**config.mk**
```make
export PLATFORM = sky130hd
export DESIGN_NAME = ssc_ctrl
export DESIGN_NICKNAME = d
export VERILOG_FILES = /design/src/ssc_pkg.sv /design/src/ssc_ctrl.sv /design/src/ssc_hold_timer.sv /design/src/ssc_edge_det.sv
export SDC_FILE = /design/constraint.sdc
export NUM_CORES = 1
export LEC_CHECK = 0
export BUFFER_PORTS_ARGS = -buffer_cell sky130_fd_sc_hd__buf_4
export CAP_MARGIN = 25
export CORE_MARGIN = 1.5
export CORE_UTILIZATION = 45
export DETAILED_ROUTE_END_ITERATION = 10
export PLACE_DENSITY = 0.64
export SYNTH_ARGS = -nofsm -noshare
export SYNTH_HDL_FRONTEND = slang
export SYNTH_HIERARCHICAL = 1
export SYNTH_SLANG_ARGS = --single-unit
```
**constraint.sdc**
```tcl
create_clock -name clk_i -period 2.3 [get_ports clk_i]
set_clock_uncertainty 0.15 [all_clocks]
set_input_delay 0.115 -clock clk_i [delete_from_list [all_inputs] [get_ports clk_i]]
set_output_delay 0.115 -clock clk_i [all_outputs]
set_load 0.01 [all_outputs]
```
**src/ssc_pkg.sv**
```systemverilog
/*
  ssc_pkg: constants shared by the sleep, wake and serial output control.
  Assumes a single 250 MHz system clock; serial clock sampled synchronously.
*/
package ssc_pkg;
  // system clock
  localparam int unsigned CLK_MHZ = 250;
  // sleep entry window, times in microseconds
  localparam int unsigned SLEEP_MIN_US = 200;
  localparam int unsigned SLEEP_MAX_US = 2000;
  localparam int unsigned WAKE_MIN_US = 10;
  // threshold placed between the two sleep figures (half the longest time)
  localparam int unsigned SLEEP_THR_US = 1000;
  localparam int unsigned SLEEP_CYC = SLEEP_THR_US * CLK_MHZ;
  localparam int unsigned WAKE_CYC = WAKE_MIN_US * CLK_MHZ;
  localparam int unsigned TMR_W = 20;
  // conversion clock edges per result
  localparam int unsigned CONV_DIV = 612;
  localparam int unsigned DIV_W = 10;
  // conversions after a filter reset up to the first settled result
  localparam int unsigned UNSETTLED_N = 3;
  localparam int unsigned SET_W = 2;
  // output word
  localparam int unsigned WORD_W = 24;
  localparam int unsigned BIT_W = 5;
  localparam logic [BIT_W-1:0] LAST_BIT = 5'h17;
  // power state, gray along run->sleep->waking
  typedef enum logic [1:0] {
    SSC_RUN = 2'h0,
    SSC_SLEEP = 2'h1,
    SSC_WAKING = 2'h3
  } ssc_pwr_type;
endpackage : ssc_pkg

```
**src/ssc_ctrl.sv**
```systemverilog
/*
  ssc_ctrl: sleep, wake and serial output control of a small converter.
  Assumes the host drives the serial clock and chip select synchronously
  to clk_i; the modulator supplies a result word, taken at a conversion end unless a word is mid-shift.
*/
`timescale 1ns/100ps
`default_nettype none
module ssc_ctrl
  import ssc_pkg::*;
#(
  parameter bit INT_OSC = 1'b0,
  parameter logic [TMR_W-1:0] SLEEP_LIMIT = TMR_W'(SLEEP_CYC),
  parameter logic [TMR_W-1:0] WAKE_LIMIT = TMR_W'(WAKE_CYC)
) (
  // clock and reset
  input wire logic clk_i,
  input wire logic arst_n_i,
  // host serial link
  input wire logic serial_clk_i,
  input wire logic cs_n_i,
  output logic serial_data_out_o,
  output logic serial_data_out_oe_n_o,
  // internal oscillator tick (internal variant)
  input wire logic osc_tick_i,
  // modulator result, two's complement with flags
  input wire logic [WORD_W-1:0] result_i,
  // status toward the analog core
  output logic sleep_o,
  output logic filter_rst_o,
  output logic conv_done_o,
  output logic settled_o
);
  ssc_pwr_type pwr_reg;
  ssc_pwr_type pwr_next;
  logic sleep_done;
  logic wake_done;
  logic sck_rise;
  logic sck_fall;
  logic conv_tick;
  logic [DIV_W-1:0] div_reg;
  logic [DIV_W-1:0] div_next;
  logic [SET_W-1:0] set_reg;
  logic [SET_W-1:0] set_next;
  logic [WORD_W-1:0] sh_reg;
  logic [WORD_W-1:0] sh_next;
  logic [BIT_W-1:0] bit_reg;
  logic [BIT_W-1:0] bit_next;
  logic rdy_reg;
  logic rdy_next;
  logic sdo_reg;
  logic sdo_next;
  logic done_reg;
  logic done_next;

  // time the high clock for sleep and the low clock for wake
  ssc_hold_timer #(.LIMIT(SLEEP_LIMIT)) u_sleep_tmr (
    .clk_i(clk_i),
    .arst_n_i(arst_n_i),
    .level_i(serial_clk_i),
    .done_o(sleep_done)
  );

  ssc_hold_timer #(.LIMIT(WAKE_LIMIT)) u_wake_tmr (
    .clk_i(clk_i),
    .arst_n_i(arst_n_i),
    .level_i(~serial_clk_i),
    .done_o(wake_done)
  );

  ssc_edge_det u_sck_edge (
    .clk_i(clk_i),
    .arst_n_i(arst_n_i),
    .level_i(serial_clk_i),
    .rise_o(sck_rise),
    .fall_o(sck_fall)
  );

  // power state machine
  always_comb begin
    pwr_next = pwr_reg;
    unique case (pwr_reg)
      SSC_RUN: begin
        if (sleep_done) begin
          pwr_next = SSC_SLEEP;
        end
      end
      SSC_SLEEP: begin
        if (wake_done) begin
          pwr_next = SSC_WAKING;
        end
      end
      SSC_WAKING: begin
        pwr_next = SSC_RUN;
      end
      default: begin
        pwr_next = SSC_RUN;
      end
    endcase
  end

  always_ff @(posedge clk_i or negedge arst_n_i) begin
    if (!arst_n_i) begin
      pwr_reg <= SSC_RUN;
    end else begin
      pwr_reg <= pwr_next;
    end
  end

  assign sleep_o = (pwr_reg == SSC_SLEEP);
  assign filter_rst_o = (pwr_reg != SSC_RUN);

  // conversion clock source per variant
  assign conv_tick = INT_OSC ? osc_tick_i : sck_rise;

  // conversion divider and settling count
  always_comb begin
    div_next = div_reg;
    set_next = set_reg;
    done_next = 1'b0;
    if (pwr_reg != SSC_RUN) begin
      div_next = '0;
      set_next = '0;
    end else if (conv_tick) begin
      if (div_reg == DIV_W'(CONV_DIV - 1)) begin
        div_next = '0;
        done_next = 1'b1;
        if (set_reg != SET_W'(UNSETTLED_N)) begin
          set_next = set_reg + 1'b1;
        end
      end else begin
        div_next = div_reg + 1'b1;
      end
    end
  end

  always_ff @(posedge clk_i or negedge arst_n_i) begin
    if (!arst_n_i) begin
      div_reg <= '0;
      set_reg <= '0;
      done_reg <= 1'b0;
    end else begin
      div_reg <= div_next;
      set_reg <= set_next;
      done_reg <= done_next;
    end
  end

  assign conv_done_o = done_reg;
  assign settled_o = (set_reg == SET_W'(UNSETTLED_N));

  // result shifter: load on conversion end, shift on falling clock
  always_comb begin
    sh_next = sh_reg;
    bit_next = bit_reg;
    rdy_next = rdy_reg;
    sdo_next = sdo_reg;
    if (pwr_reg != SSC_RUN) begin
      rdy_next = 1'b0;
      bit_next = '0;
      sdo_next = 1'b1;
    end else if (done_next && (!rdy_reg || bit_reg == '0)) begin
      sh_next = result_i;
      rdy_next = 1'b1;
      bit_next = '0;
      sdo_next = 1'b0; // low signals a word ready
    end else if (rdy_reg && sck_fall) begin
      sdo_next = sh_reg[WORD_W-1];
      sh_next = {sh_reg[WORD_W-2:0], 1'b0};
      if (bit_reg == LAST_BIT) begin
        bit_next = '0;
        rdy_next = 1'b0;
      end else begin
        bit_next = bit_reg + 1'b1;
      end
    end else if (!rdy_reg && sck_fall) begin
      sdo_next = 1'b1; // last bit stands until the next fall
    end
  end

  always_ff @(posedge clk_i or negedge arst_n_i) begin
    if (!arst_n_i) begin
      sh_reg <= '0;
      bit_reg <= '0;
      rdy_reg <= 1'b0;
      sdo_reg <= 1'b1;
    end else begin
      sh_reg <= sh_next;
      bit_reg <= bit_next;
      rdy_reg <= rdy_next;
      sdo_reg <= sdo_next;
    end
  end

  // driver enabled by chip select only, regardless of sleep
  assign serial_data_out_o = sdo_reg;
  assign serial_data_out_oe_n_o = cs_n_i;
endmodule : ssc_ctrl
`default_nettype wire

```
**src/ssc_hold_timer.sv**
```systemverilog
/*
  ssc_hold_timer: counts consecutive cycles a level is held, saturating.
  Assumes level_i is synchronous to clk_i.
*/
`timescale 1ns/100ps
`default_nettype none
module ssc_hold_timer
  import ssc_pkg::*;
#(
  parameter logic [TMR_W-1:0] LIMIT = 20'h00001
) (
  // clock and reset
  input wire logic clk_i,
  input wire logic arst_n_i,
  // level to time
  input wire logic level_i,
  // reached the limit
  output logic done_o
);
  logic [TMR_W-1:0] cnt_reg;
  logic [TMR_W-1:0] cnt_next;

  // restart on a low level, saturate at limit
  always_comb begin
    if (!level_i) begin
      cnt_next = '0;
    end else if (cnt_reg < LIMIT) begin
      cnt_next = cnt_reg + 1'b1;
    end else begin
      cnt_next = cnt_reg;
    end
  end

  always_ff @(posedge clk_i or negedge arst_n_i) begin
    if (!arst_n_i) begin
      cnt_reg <= '0;
    end else begin
      cnt_reg <= cnt_next;
    end
  end

  assign done_o = (cnt_reg >= LIMIT);
endmodule : ssc_hold_timer
`default_nettype wire

```
**src/ssc_edge_det.sv**
```systemverilog
/*
  ssc_edge_det: registers a level and flags its rising and falling edges.
  Assumes the input is synchronous to clk_i.
*/
`timescale 1ns/100ps
`default_nettype none
module ssc_edge_det (
  // clock and reset
  input wire logic clk_i,
  input wire logic arst_n_i,
  // level in
  input wire logic level_i,
  // edges out
  output logic rise_o,
  output logic fall_o
);
  logic prev_reg;
  logic prev_next;

  // remember last level
  always_comb begin
    prev_next = level_i;
  end

  always_ff @(posedge clk_i or negedge arst_n_i) begin
    if (!arst_n_i) begin
      prev_reg <= 1'b0;
    end else begin
      prev_reg <= prev_next;
    end
  end

  assign rise_o = level_i & ~prev_reg;
  assign fall_o = ~level_i & prev_reg;
endmodule : ssc_edge_det
`default_nettype wire

```
==> qor.yml <==
run_status:
  status: "finished with violations"
  violations: "negative setup slack"
floorplan:
  coreArea_um2: 9730
  initial_utilization: 0.460
  die_h_um: 103
  placementRows: 36
  boundaryPins: 35
  die_x_um: 103
  die-area_um2: 10600
finish:
  fillers: 854
  multi_input_area_um2: 2190
  layout_commonest_cell: "dfrtp_1"
  finish.net_count: 546
  synthToLayoutAreaGrowth_pct: 24.2
  drive_gt1_frac: 0.205
  seqCellArea_um2: 2180
  antenna_cells: 0
  fin_cells: 646
  largest_register_ffs: 24
  mostFrequentLayoutCells: "86 x dfrtp_1, 55 x nand2_1, 47 x buf_4"
synthesis:
  ys_warn_count: 6
  synth_cell_type_count: 62
  synth_ff_type: "dfrtp_1"
  synth_top_area_cell: "dfrtp_1"
  ys_top_cells_by_area: "dfrtp_1 48%, mux2i_1 6.5%, nand2_1 4.6%"
  syn_area_per_cell_um2: 10.3
  synth-seq-area-share: 0.487
  netlist_instances: 433
  synth_nets: 470
  synth_edf_count: 0
  syn_area_um2: 4480
  async_reset_ff_frac: 1.00
  ys_seq_elements: 87
  synth.top_cell.area_share: 0.481
place:
  gp_congestion: 0.875
  dp_hpwl_um: 5720
  portBuffers: 31
  placedCellCount: 600
cts:
  numCtsBuffers: 9
  htree_levels: 3
  cts_num_sinks: 87
  clk_pin_slew_ns: 0.08
  tritoncts: "built"
  cts_buffer_depth: 2
  cts-root-buf: "clkbuf_8"
  worstSkewPairLatency_ns: 0.36
grt:
  antenna_found_initial: 0
  grt_pass1_vias: 3270
  grt_max_degree: 54
  grt.total_usage: 0.184
  grt_pass1_wl_um: 15200
  grt_overflow: 0
min_path:
  min_path_type: "in2out"
  holdPathStages: 0
  hold_start: "cs_n_i"
drt:
  vias_per_cell: 5.25
  wl_per_cell_um: 13.9
  vias: 3394
  first_pass_iters: 4
  drtIter0Drc: 67
  post-route-drc-count: 0
  drtAntennaViolNets: 0
  routed_wl_um: 8960
power:
  power_density_nw_per_um2: 522
  peakVddDrop_v: 0.000299
  leakage_nw: 2.44
sta:
  maxSlewHeadroom: 0.691
  tns_ns: -0.0150
  hold_ws_ns: 0.0800
  setup_ws_ns: -0.0150
  fmax_mhz: 432
  setup_viol: 1
  hold_viol_final: 0
  drv_slew: 0
  worstMarginPinSlew_ns: 0.464
  fin_crit_sh: 1.01
  post-route-min-period_ns: 2.32
  rsz0062_at_grt: "true"
worst_setup_path:
  cp_max_fo: 8
  crit_buf_inv: 3
  ff2ff_path_depth: 9
  end_kind: "flip-flop"
  regToRegSetupSlack_ns: -0.02
  cp_data_required_time_ns: 2.39
  cp.arrival_ns: 2.40
  crit_slowest_cell: "or4b_4"
  cp.depth: 9
  cpPeakStageDelay_ns: 0.47
  path_cells: "inv_2 -> ha_4 -> or4b_4 -> and2_4 -> nor3_4 -> buf_6 -> buf_12 -> mux2i_1 -> o21ai_1"
  cp-startpoint: "bit_reg[0]"
  worstSetupPathType: "reg2reg"
  r2r_start: "bit_reg[0]"
  cp-start-kind: "flip-flop"
  critical_path.top_delay_family: "simple AND/OR/NAND/NOR gates"
flow_run:
  drv_cap: 0
-- worst paths after layout --
| check | endpoint |
|---|---|
| worst max-delay path | sh_reg[1] |
| worst min-delay path | serial_data_out_oe_n_o |
| worst max register to register | sh_reg[1] |
| worst min register to register | sh_reg[7] |
| max in group asynchronous | u_sleep_tmr/cnt_reg[5] |
| min in group asynchronous | set_reg[0] |
-- synth_stat cells, drive strengths merged, types with 7 or more instances --
cell type / instances
inv: 13
o31ai: 7
o21ai: 36
a21oi: 16
xor2: 15
or3: 7
mux2i: 29
nor2: 19
nand3: 15
ha: 8
dfrtp: 86
nor3: 7
nor4: 11
buf: 13
nand2: 55
and2: 27
nand4: 11
-- stage by stage --
step           total power [mW]  instance area (µm²)  setup slack [ns]  utilization
6_report                   2.90                 5560           -0.0150        0.571
5_1_grt                    3.03                 5560            -0.147        0.571
4_1_cts                    2.93                 5470         -0.000763        0.562
3_5_place_dp               1.86                 4940           -0.0175        0.507
3_3_place_gp               1.86                 4940           0.00420        0.507
2_1_floorplan              1.75                 4480            0.0259            -
-- area by class of cell --
type / count / area share
Timing Repair Buffer: 82 / 0.142
Clock inverter: 4 / 0.00856
Multi-Input combinational cell: 315 / 0.395
Tap cell: 133 / 0.0299
Inverter: 14 / 0.00946
Clock buffer: 11 / 0.0236
Sequential cell: 87 / 0.392
-- layer usage --
| layer | GRT usage | wire [µm] | vias to the layer above | share of wire |
|---|---|---|---|---|
| li1 | - | - | 1687 | - |
| met2 | 0.302 | 4380 | 27 | 0.49 |
| met1 | 0.244 | 4300 | 1672 | 0.48 |
| met3 | 0.0312 | 200 | 8 | 0.022 |
| met4 | 0.0738 | 76 | 0 | 0.0085 |
| met5 | 0 | 0 | - | 0 |
-- power breakdown --
group | total (mW) | leakage (nW) | switching [mW] | internal (mW)
clock network | 1.02 | 0.0892 | 0.531 | 0.494
registers | 1.63 | 1.19 | 0.0558 | 1.57
logic | 0.247 | 1.17 | 0.117 | 0.129
-- kinds of logic after synthesis --
group                      synth area share
xor gates and xnor gates             0.0411
buffers and inverters                0.0430
DFF                                   0.487
and+or+nand+nor                       0.227
AOI/OAI and AO/OA                     0.115
adders and majority gates            0.0224
muxes                                0.0649
-- what timing repair did --
item,4_1_cts,5_1_grt
pin swaps,3,3
gates resized for setup,8,15
hold buffers,26,0
setup buffers,1,1
endpoints found under the hold margin,112,0
endpoints found under the setup margin,13,26
cloned,2,1
No activity file was read; power rests on OpenSTA's default activity.
